--- src/rtl/paired_timer_cfg.svh ---
// register offsets, field positions, masks and timing counts for the paired timer
`ifndef PAIRED_TIMER_CFG_SVH
`define PAIRED_TIMER_CFG_SVH

// ====================================================================
// register byte offsets
`define OFS_LOWER_CTL 8'h00
`define OFS_UPPER_CTL 8'h04
`define OFS_LOWER_CNT 8'h08
`define OFS_UPPER_CNT 8'h0C
`define OFS_LOWER_PER 8'h10
`define OFS_UPPER_PER 8'h14
`define OFS_IRQ_STS 8'h18
`define OFS_IRQ_MASK 8'h1C

// ====================================================================
// control field positions
`define BIT_RUN_ENABLE 15
`define BIT_IDLE_HALT 13
`define BIT_GATED_ACC 6
`define BIT_PRESCALE_HI 5
`define BIT_PRESCALE_LO 4
`define BIT_PAIR_JOIN 3
`define BIT_CLK_SOURCE 1

// implemented control bits; everything else reads zero
`define LOWER_CTL_MASK 16'hA07A
`define UPPER_CTL_MASK 16'hA072

// ====================================================================
// reset values
`define CTL_RESET 16'h0000
`define CNT_RESET 16'h0000
`define PER_RESET 16'hFFFF
`define IRQ_RESET 2'h0

// ====================================================================
// status bits
`define STS_LOWER_MATCH 0
`define STS_UPPER_MATCH 1

// ====================================================================
// prescaler terminal counts (ratio minus one)
`define PRESCALE_LIM_1 8'h00
`define PRESCALE_LIM_8 8'h07
`define PRESCALE_LIM_64 8'h3F
`define PRESCALE_LIM_256 8'hFF

// ====================================================================
// bus responses
`define RESP_OKAY 2'h0
`define RESP_SLVERR 2'h2

`endif

--- src/rtl/paired_timer_pkg.sv ---
// types shared by the paired timer
package paired_timer_pkg;

  typedef logic [15:0] word_t;

  typedef enum logic [1:0] {
    PRESCALE_1 = 2'h0,
    PRESCALE_8 = 2'h1,
    PRESCALE_64 = 2'h2,
    PRESCALE_256 = 2'h3
  } prescale_t;

endpackage : paired_timer_pkg

--- src/rtl/paired_timer.sv ---
// paired 16/32-bit timer with an AXI4-Lite register slave
//
// The address map and the AXI4-Lite slave port were chosen for this implementation.
`include "paired_timer_cfg.svh"

module paired_timer
  import paired_timer_pkg::*;
#(
  parameter bit HAS_TRIGGER = 1'b1
) (
  // clock and reset
  input wire logic sys_clk_i,
  input wire logic resetn_i,
  // axi4-lite write address and data
  input wire logic [7:0] s_axi_awaddr_i,
  input wire logic s_axi_awvalid_i,
  output logic s_axi_awready_o,
  input wire logic [31:0] s_axi_wdata_i,
  input wire logic [3:0] s_axi_wstrb_i,
  input wire logic s_axi_wvalid_i,
  output logic s_axi_wready_o,
  // axi4-lite write response
  output logic [1:0] s_axi_bresp_o,
  output logic s_axi_bvalid_o,
  input wire logic s_axi_bready_i,
  // axi4-lite read
  input wire logic [7:0] s_axi_araddr_i,
  input wire logic s_axi_arvalid_i,
  output logic s_axi_arready_o,
  output logic [31:0] s_axi_rdata_o,
  output logic [1:0] s_axi_rresp_o,
  output logic s_axi_rvalid_o,
  input wire logic s_axi_rready_i,
  // device state and pins
  input wire logic idle_i,
  input wire logic lower_ext_clock_pin_i,
  input wire logic upper_ext_clock_pin_i,
  input wire logic lower_gate_pin_i,
  input wire logic upper_gate_pin_i,
  // events
  output logic irq_o,
  output logic event_trigger_o
);

  // ==================================================================
  // storage
  word_t ctl_q [2];
  logic [1:0][15:0] cnt_q;
  logic [1:0][15:0] cnt_d;
  logic [1:0][15:0] per_q;
  logic [7:0] pre_q [2];
  logic [1:0] sts_q;
  logic [1:0] sts_d;
  logic [1:0] mask_q;
  logic [1:0] hit;
  logic [1:0] clk_s1_q, clk_s2_q, clk_s3_q;
  logic [1:0] gate_s1_q, gate_s2_q;
  logic irq_q, trig_q;

  // axi state
  logic awready_q, wready_q, bvalid_q, arready_q, rvalid_q;
  logic aw_full_q, w_full_q;
  logic [7:0] aw_addr_q;
  logic [31:0] w_data_q;
  logic [3:0] w_strb_q;
  logic [1:0] bresp_q, rresp_q;
  logic [31:0] rdata_q;

  function automatic word_t merge(input word_t old, input logic [31:0] d,
                                  input logic [3:0] s);
    word_t r;
    r = old;
    if (s[0]) begin
      r[7:0] = d[7:0];
    end
    if (s[1]) begin
      r[15:8] = d[15:8];
    end
    return r;
  endfunction : merge

  // ==================================================================
  // bus decode
  wire aw_go = s_axi_awvalid_i & awready_q;
  wire w_go = s_axi_wvalid_i & wready_q;
  wire wr_do = aw_full_q & w_full_q & ~bvalid_q;
  wire b_done = bvalid_q & s_axi_bready_i;
  wire ar_go = s_axi_arvalid_i & arready_q;
  wire r_done = rvalid_q & s_axi_rready_i;

  wire wr_lctl = wr_do & (aw_addr_q == `OFS_LOWER_CTL);
  wire wr_uctl = wr_do & (aw_addr_q == `OFS_UPPER_CTL);
  wire wr_lcnt = wr_do & (aw_addr_q == `OFS_LOWER_CNT);
  wire wr_ucnt = wr_do & (aw_addr_q == `OFS_UPPER_CNT);
  wire wr_lper = wr_do & (aw_addr_q == `OFS_LOWER_PER);
  wire wr_uper = wr_do & (aw_addr_q == `OFS_UPPER_PER);
  wire wr_sts = wr_do & (aw_addr_q == `OFS_IRQ_STS);
  wire wr_mask = wr_do & (aw_addr_q == `OFS_IRQ_MASK);
  wire wr_hit = wr_lctl | wr_uctl | wr_lcnt | wr_ucnt | wr_lper | wr_uper | wr_sts | wr_mask;
  wire [1:0] wr_cnt = {wr_ucnt, wr_lcnt};
  wire [1:0] wr_ctl = {wr_uctl, wr_lctl};

  // read data is captured at the address handshake, not when rready comes
  wire [31:0] rd_word =
    (s_axi_araddr_i == `OFS_LOWER_CTL) ? {16'h0000, ctl_q[0]} :
    (s_axi_araddr_i == `OFS_UPPER_CTL) ? {16'h0000, ctl_q[1]} :
    (s_axi_araddr_i == `OFS_LOWER_CNT) ? {16'h0000, cnt_q[0]} :
    (s_axi_araddr_i == `OFS_UPPER_CNT) ? {16'h0000, cnt_q[1]} :
    (s_axi_araddr_i == `OFS_LOWER_PER) ? {16'h0000, per_q[0]} :
    (s_axi_araddr_i == `OFS_UPPER_PER) ? {16'h0000, per_q[1]} :
    (s_axi_araddr_i == `OFS_IRQ_STS) ? {30'h0, sts_q} :
    (s_axi_araddr_i == `OFS_IRQ_MASK) ? {30'h0, mask_q} : 32'h0000_0000;
  // anything past the mask register or off a word boundary answers slverr
  wire rd_hit = (s_axi_araddr_i[1:0] == 2'h0) & (s_axi_araddr_i <= `OFS_IRQ_MASK);

  // ==================================================================
  // timer configuration
  // joining parks the upper prescaler, so it restarts cleanly on unjoin
  wire joined = ctl_q[0][`BIT_PAIR_JOIN];
  logic [1:0] run, src_tick, tick;
  logic [7:0] lim [2];

  for (genvar i = 0; i < 2; i++) begin : g_tmr
    wire word_t c = ctl_q[i];
    wire prescale_t ps = prescale_t'(c[`BIT_PRESCALE_HI:`BIT_PRESCALE_LO]);
    // a pin must stay high and low one clock each or its edge is lost
    wire ext_edge = clk_s2_q[i] & ~clk_s3_q[i];
    wire halted = c[`BIT_IDLE_HALT] & idle_i;
    // upper timer is idle while joined: lower control drives the pair
    if (i == 0) begin : g_lo
      assign run[i] = c[`BIT_RUN_ENABLE] & ~halted;
    end else begin : g_up
      assign run[i] = c[`BIT_RUN_ENABLE] & ~halted & ~joined;
    end
    // gate only applies to the internal clock
    assign src_tick[i] = c[`BIT_CLK_SOURCE] ? ext_edge :
                         (~c[`BIT_GATED_ACC] | gate_s2_q[i]);
    always_comb begin
      unique case (ps)
        PRESCALE_1: lim[i] = `PRESCALE_LIM_1;
        PRESCALE_8: lim[i] = `PRESCALE_LIM_8;
        PRESCALE_64: lim[i] = `PRESCALE_LIM_64;
        PRESCALE_256: lim[i] = `PRESCALE_LIM_256;
      endcase
    end
    assign tick[i] = run[i] & src_tick[i] & (pre_q[i] == lim[i]);

    // stopping clears the prescaler too, so a restart begins a full division
    always_ff @(posedge sys_clk_i) begin
      if (!resetn_i) begin
        pre_q[i] <= 8'h00;
      end else if (wr_ctl[i] || !run[i]) begin
        pre_q[i] <= 8'h00;
      end else if (src_tick[i]) begin
        pre_q[i] <= (pre_q[i] == lim[i]) ? 8'h00 : pre_q[i] + 8'h01;
      end
    end
  end

  // ==================================================================
  // counting
  always_comb begin
    cnt_d = cnt_q;
    hit = 2'b00;
    // a count written above the period runs on to the wrap before it matches
    if (joined) begin
      if (tick[0]) begin
        if (cnt_q == per_q) begin
          cnt_d = 32'h0000_0000;
          hit[`STS_UPPER_MATCH] = 1'b1;
        end else begin
          cnt_d = cnt_q + 32'h0000_0001;
        end
      end
    end else begin
      for (int i = 0; i < 2; i++) begin
        if (tick[i]) begin
          if (cnt_q[i] == per_q[i]) begin
            cnt_d[i] = 16'h0000;
            hit[i] = 1'b1;
          end else begin
            cnt_d[i] = cnt_q[i] + 16'h0001;
          end
        end
      end
    end
    // a software write to a count word overrides the tick
    for (int i = 0; i < 2; i++) begin
      if (wr_cnt[i]) begin
        cnt_d[i] = merge(cnt_q[i], w_data_q, w_strb_q);
      end
    end
  end

  // the status clear ignores strobes: only a written one clears a bit
  // set wins over a one-to-clear in the same cycle
  assign sts_d = (sts_q & ~(wr_sts ? w_data_q[1:0] : 2'b00)) | hit;

  // ==================================================================
  // registers
  always_ff @(posedge sys_clk_i) begin
    if (!resetn_i) begin
      ctl_q[0] <= `CTL_RESET;
      ctl_q[1] <= `CTL_RESET;
      cnt_q <= {`CNT_RESET, `CNT_RESET};
      per_q <= {`PER_RESET, `PER_RESET};
      sts_q <= `IRQ_RESET;
      mask_q <= `IRQ_RESET;
      irq_q <= 1'b0;
      trig_q <= 1'b0;
    end else begin
      if (wr_lctl) begin
        ctl_q[0] <= merge(ctl_q[0], w_data_q, w_strb_q) & `LOWER_CTL_MASK;
      end
      if (wr_uctl) begin
        ctl_q[1] <= merge(ctl_q[1], w_data_q, w_strb_q) & `UPPER_CTL_MASK;
      end
      if (wr_lper) begin
        per_q[0] <= merge(per_q[0], w_data_q, w_strb_q);
      end
      if (wr_uper) begin
        per_q[1] <= merge(per_q[1], w_data_q, w_strb_q);
      end
      if (wr_mask && w_strb_q[0]) begin
        mask_q <= w_data_q[1:0];
      end
      cnt_q <= cnt_d;
      sts_q <= sts_d;
      // a mask change reaches irq one clock later than a status change
      irq_q <= |(sts_d & mask_q);
      // the trigger follows the upper match in both modes; the second pair ties it low
      trig_q <= HAS_TRIGGER & hit[`STS_UPPER_MATCH];
    end
  end

  // ==================================================================
  // pin synchronisers; stage one feeds only stage two
  // the gate takes the same two stages, so it lags its pin by two clocks
  always_ff @(posedge sys_clk_i) begin
    if (!resetn_i) begin
      clk_s1_q <= 2'b00;
      clk_s2_q <= 2'b00;
      clk_s3_q <= 2'b00;
      gate_s1_q <= 2'b00;
      gate_s2_q <= 2'b00;
    end else begin
      clk_s1_q <= {upper_ext_clock_pin_i, lower_ext_clock_pin_i};
      clk_s2_q <= clk_s1_q;
      clk_s3_q <= clk_s2_q;
      gate_s1_q <= {upper_gate_pin_i, lower_gate_pin_i};
      gate_s2_q <= gate_s1_q;
    end
  end

  // ==================================================================
  // axi4-lite handshakes
  // one write and one read at a time; a ready returns only once the answer
  // has been taken, so no skid storage is needed
  always_ff @(posedge sys_clk_i) begin
    if (!resetn_i) begin
      awready_q <= 1'b1;
      wready_q <= 1'b1;
      aw_full_q <= 1'b0;
      w_full_q <= 1'b0;
      aw_addr_q <= 8'h00;
      w_data_q <= 32'h0000_0000;
      w_strb_q <= 4'h0;
      bvalid_q <= 1'b0;
      bresp_q <= `RESP_OKAY;
    end else begin
      if (aw_go) begin
        aw_addr_q <= s_axi_awaddr_i;
        aw_full_q <= 1'b1;
        awready_q <= 1'b0;
      end
      if (w_go) begin
        w_data_q <= s_axi_wdata_i;
        w_strb_q <= s_axi_wstrb_i;
        w_full_q <= 1'b1;
        wready_q <= 1'b0;
      end
      if (wr_do) begin
        aw_full_q <= 1'b0;
        w_full_q <= 1'b0;
        bvalid_q <= 1'b1;
        bresp_q <= wr_hit ? `RESP_OKAY : `RESP_SLVERR;
      end
      if (b_done) begin
        bvalid_q <= 1'b0;
        awready_q <= 1'b1;
        wready_q <= 1'b1;
      end
    end
  end

  always_ff @(posedge sys_clk_i) begin
    if (!resetn_i) begin
      arready_q <= 1'b1;
      rvalid_q <= 1'b0;
      rdata_q <= 32'h0000_0000;
      rresp_q <= `RESP_OKAY;
    end else if (ar_go) begin
      arready_q <= 1'b0;
      rvalid_q <= 1'b1;
      rdata_q <= rd_word;
      rresp_q <= rd_hit ? `RESP_OKAY : `RESP_SLVERR;
    end else if (r_done) begin
      arready_q <= 1'b1;
      rvalid_q <= 1'b0;
    end
  end

  // ==================================================================
  // outputs
  assign s_axi_awready_o = awready_q;
  assign s_axi_wready_o = wready_q;
  assign s_axi_bvalid_o = bvalid_q;
  assign s_axi_bresp_o = bresp_q;
  assign s_axi_arready_o = arready_q;
  assign s_axi_rvalid_o = rvalid_q;
  assign s_axi_rdata_o = rdata_q;
  assign s_axi_rresp_o = rresp_q;
  assign irq_o = irq_q;
  assign event_trigger_o = trig_q;

endmodule : paired_timer

--- config.mk ---
export PLATFORM = sky130hd
export DESIGN_NAME = paired_timer
export DESIGN_NICKNAME = d
export VERILOG_FILES = /design/src/rtl/paired_timer_pkg.sv /design/src/rtl/paired_timer.sv
export VERILOG_INCLUDE_DIRS = /design/src /design/src/rtl
export SDC_FILE = /design/constraint.sdc
export NUM_CORES = 1
export LEC_CHECK = 0
export BUFFER_PORTS_ARGS = -buffer_cell sky130_fd_sc_hd__buf_2
export CORE_MARGIN = 3
export CORE_UTILIZATION = 60
export CTS_CLUSTER_DIAMETER = 120
export DETAILED_ROUTE_END_ITERATION = 10
export GPL_TIMING_DRIVEN = 1
export HOLD_SLACK_MARGIN = 0.15
export MAX_ROUTING_LAYER = met4
export PLACE_DENSITY = 0.81
export SLEW_MARGIN = 5
export SYNTH_ARGS = -nofsm -noshare
export SYNTH_HDL_FRONTEND = slang
export SYNTH_SLANG_ARGS = --single-unit
--- constraint.sdc ---
create_clock -name sys_clk_i -period 3.55 [get_ports sys_clk_i]
set_clock_uncertainty 0.05 [all_clocks]
set_input_delay 0.355 -clock sys_clk_i [delete_from_list [all_inputs] [get_ports sys_clk_i]]
set_output_delay 0.355 -clock sys_clk_i [all_outputs]
set_load 0.005 [all_outputs]
==> flow_summary.json <==
{
  "reg2reg_from": "ctl_q[0][2]",
  "wl_um": 25100,
  "chipWidth_um": 124,
  "h-tree-depth": 4,
  "crit_path_end_kind": "flip-flop",
  "postCtsSetupRepairBufs": 0,
  "maxSlewViolCount": 0,
  "pin_count": 107,
  "grt_max_degree": 55,
  "startpoint_type": "flip-flop",
  "hold_ws_ns": 0.193,
  "setup_violations": 0,
  "cts_sinks": 160,
  "drc_errors": 0,
  "syn_inst": 1019,
  "worst_slew_pin_slew_ns": 0.793,
  "r2r_end": "cnt_q[16]",
  "fin_crit_ns": 2.77,
  "antenna_found_initial": 0,
  "synth_seq_cells": 160,
  "via_per_inst": 6.42,
  "fin_crit_sh_pct": 78.0,
  "setup_tns_ns": 0,
  "seq_area_frac_synth_pct": 41.7,
  "r2r_cells": 7,
  "path_clk_slew_ns": 0.06,
  "path_max_fanout": 7,
  "cts_resized": 0,
  "endpoint": "cnt_q[16]",
  "layout.nets": 1161,
  "cp.arrival_ns": 3.03,
  "rsz0062_at_grt": "no",
  "status": "complete, no violations",
  "grt-ovfl-total": 0,
  "clk_latency_ns": 0.43,
  "syn_to_final_growth_pct": 16.1,
  "critical_path_class": "flip-flop to flip-flop",
  "first_global_vias": 7697,
  "core_area_sq_mm": 0.0135,
  "ys.flop_type": "dfxtp_1",
  "wl_met1_um": 10100,
  "synth_edf_count": 29,
  "track_usage_pct": 34.2,
  "vdd_ir_drop_max_uv": 343,
  "ys_async_sr_fraction_pct": 0,
  "finalHoldViolations": 0,
  "clockBufferDepth": 2,
  "yosysWarnings": 0,
  "ctsRootBufferMaster": "clkbuf_16",
  "maxCapViolations": 0,
  "cts_tree": "built",
  "numPortBuffers": 70,
  "drive_gt1_share_pct": 12.6,
  "power_density_mw_per_mm2": 428,
  "max_freq_ghz": 0.361,
  "syn_area_per_cell_sq_um": 8.22,
  "grt_pass1_wl_um": 39400,
  "ff2ff_setup_slack_ns": 0.78,
  "wl_met2_um": 11400,
  "cp_data_required_time_ns": 3.81,
  "wl_per_cell_um": 19.6,
  "met3WireLength_um": 2950,
  "synth_area_sq_mm": 0.00838,
  "vias": 8225,
  "critPathLaunch": "ctl_q[0][2]",
  "synth_cell_types": 77,
  "initial_utilization_pct": 62.3,
  "routed.top_layer": "met4",
  "cts_buffers": 17,
  "drt_iter0_drc": 1182,
  "hpwl_um": 16800,
  "hold_class": "input pin to flip-flop",
  "timing.slew.headroom_pct": 46.7,
  "std_cell_rows": 42,
  "gp_congestion": 0.953,
  "p_leak_uw": 0.00363,
  "die_y_um": 124,
  "ant_nets": 0,
  "first_pass_iters": 8,
  "die-area_sq_mm": 0.0154
}
## critical path, stage by stage (launching register included)
cell and delay, ns:
edfxtp_1 0.47, or4_1 0.57, o21ai_2 0.13, nand4b_1 0.25
o211ai_2 0.44, a21boi_1 0.43, a21boi_1 0.22, o32ai_1 0.09
## where the power goes
group / leakage, uW / total, uW / switching (uW) / internal [uW]
combinational: 0.00194 / 313 / 190 / 123
sequential: 0.00138 / 1960 / 67.6 / 1890
clock: 0.000300 / 1890 / 730 / 1160
total: 0.00363 / 4160 / 988 / 3170
## logic make-up (layout without fill, tap and decap cells)
logic type / Yosys count / after routing / synth area share [%]
AO/OA/AOI/OAI: 268 / 268 / 20.2
buffers and inverters: 101 / 170 / 5.48
AND/OR/NAND/NOR: 419 / 419 / 24.4
flip-flops: 160 / 160 / 41.7
XOR/XNOR: 54 / 54 / 5.65
multiplexers: 12 / 12 / 1.91
other: 1 / 19 / 0.0448
adder cells (fa/ha/maj): 4 / 4 / 0.598
## Yosys cell counts (5+ instances only)
cell type / count / share of area [%]
mux2i_1: 7 / 0.84
o21ai_1: 40 / 2.4
o211ai_1: 6 / 0.54
nor2_1: 94 / 4.2
clkbuf_1: 56 / 2.5
inv_1: 13 / 0.58
nand4_1: 19 / 1.4
buf_2: 7 / 0.42
xor2_1: 46 / 4.8
and2_1: 19 / 1.4
nor4_1: 20 / 1.5
and3_1: 16 / 1.2
nand2b_1: 9 / 0.67
a22oi_1: 10 / 0.90
a31oi_1: 9 / 0.67
dfxtp_1: 131 / 31
a211oi_1: 6 / 0.54
buf_4: 19 / 1.7
o21ai_0: 40 / 2.4
and4_1: 5 / 0.52
xnor2_1: 8 / 0.84
a21oi_1: 80 / 4.8
a21o_1: 6 / 0.54
nor3_1: 29 / 1.7
edfxtp_1: 29 / 10
a221oi_1: 14 / 1.5
nand2_1: 126 / 5.6
nand3_1: 53 / 3.2
## through the flow
| step | area, sq um | power (uW) | util (%) | worst slack (ns) | instances |
|---|---|---|---|---|---|
| floorplan | 8440 | 2170 | - | 1.26 | 1036 |
| global placement | 8760 | 2260 | 65.2 | 0.678 | 1217 |
| detailed placement | 8760 | 2270 | 65.2 | 0.654 | 1217 |
| CTS | 9720 | 4150 | 72.2 | 0.878 | 1281 |
| global route | 9720 | 4280 | 72.2 | 0.648 | 1281 |
| finish | 9720 | 4160 | 72.3 | 0.781 | 1282 |
## final cells by class
| cell class | count | area, sq um |
|---|---|---|
| fill | 1053 | 3730 |
| tap | 176 | 220 |
| antenna | 1 | 2.50 |
| inverter | 15 | 56.3 |
| multi-input combinational | 775 | 4490 |
| clock inverter | 6 | 66.3 |
| timing repair buffer | 124 | 838 |
| sequential | 160 | 3490 |
| clock buffer | 25 | 558 |
## how the worst min path moves through the flow
stage | to | slack [ns] | cells after the start | start
2_1_floorplan | clk_s2_q[0] | 0.36 | 1 | clk_s1_q[0]
3_3_place_gp | clk_s2_q[1] | 0.37 | 1 | clk_s1_q[1]
3_5_place_dp | clk_s2_q[1] | 0.37 | 1 | clk_s1_q[1]
4_1_cts | aw_addr_q[4] | 0.17 | 3 | s_axi_awaddr_i[4]
5_1_grt | aw_addr_q[4] | 0.19 | 3 | s_axi_awaddr_i[4]
6_report | aw_addr_q[4] | 0.19 | 3 | s_axi_awaddr_i[4]
## placed cells by master (no fill, tap or decap), types with 20 or more instances in the layout
cell	n
buf_2	70
a21oi_1	80
dlygate4sd3_1	33
nor2_1	94
edfxtp_1	29
o21ai_1	40
nand2_1	126
nand3_1	53
dfxtp_1	131
xor2_1	46
o21ai_0	40
buf_4	21
nor4_1	20
nor3_1	29
## state kept, by name, summed over array words and instances, names as in the netlist, 2 cells and up
register,cells
aw_addr_q,8
w_strb_q,2
per_q,32
mask_q,2
w_data_q,16
clk_s2_q,2
clk_s1_q,2
sts_q,2
ctl_q,13
cnt_q,32
gate_s2_q,2
clk_s3_q,2
pre_q,16
gate_s1_q,2
s_axi_rdata_o,16
## routing by layer
metal / track usage (%) / vias up
li1: - / 3800
met1: 44.0 / 3856
met2: 52.5 / 510
met3: 8.49 / 59
met4: 12.6 / 0
met5: - / -
## repair_timing
action	4_1_cts	5_1_grt
hold buffers	33	0
setup endpoints to repair	0	0
hold endpoints to repair	33	0
No activity file was read; power rests on OpenSTA's default activity.
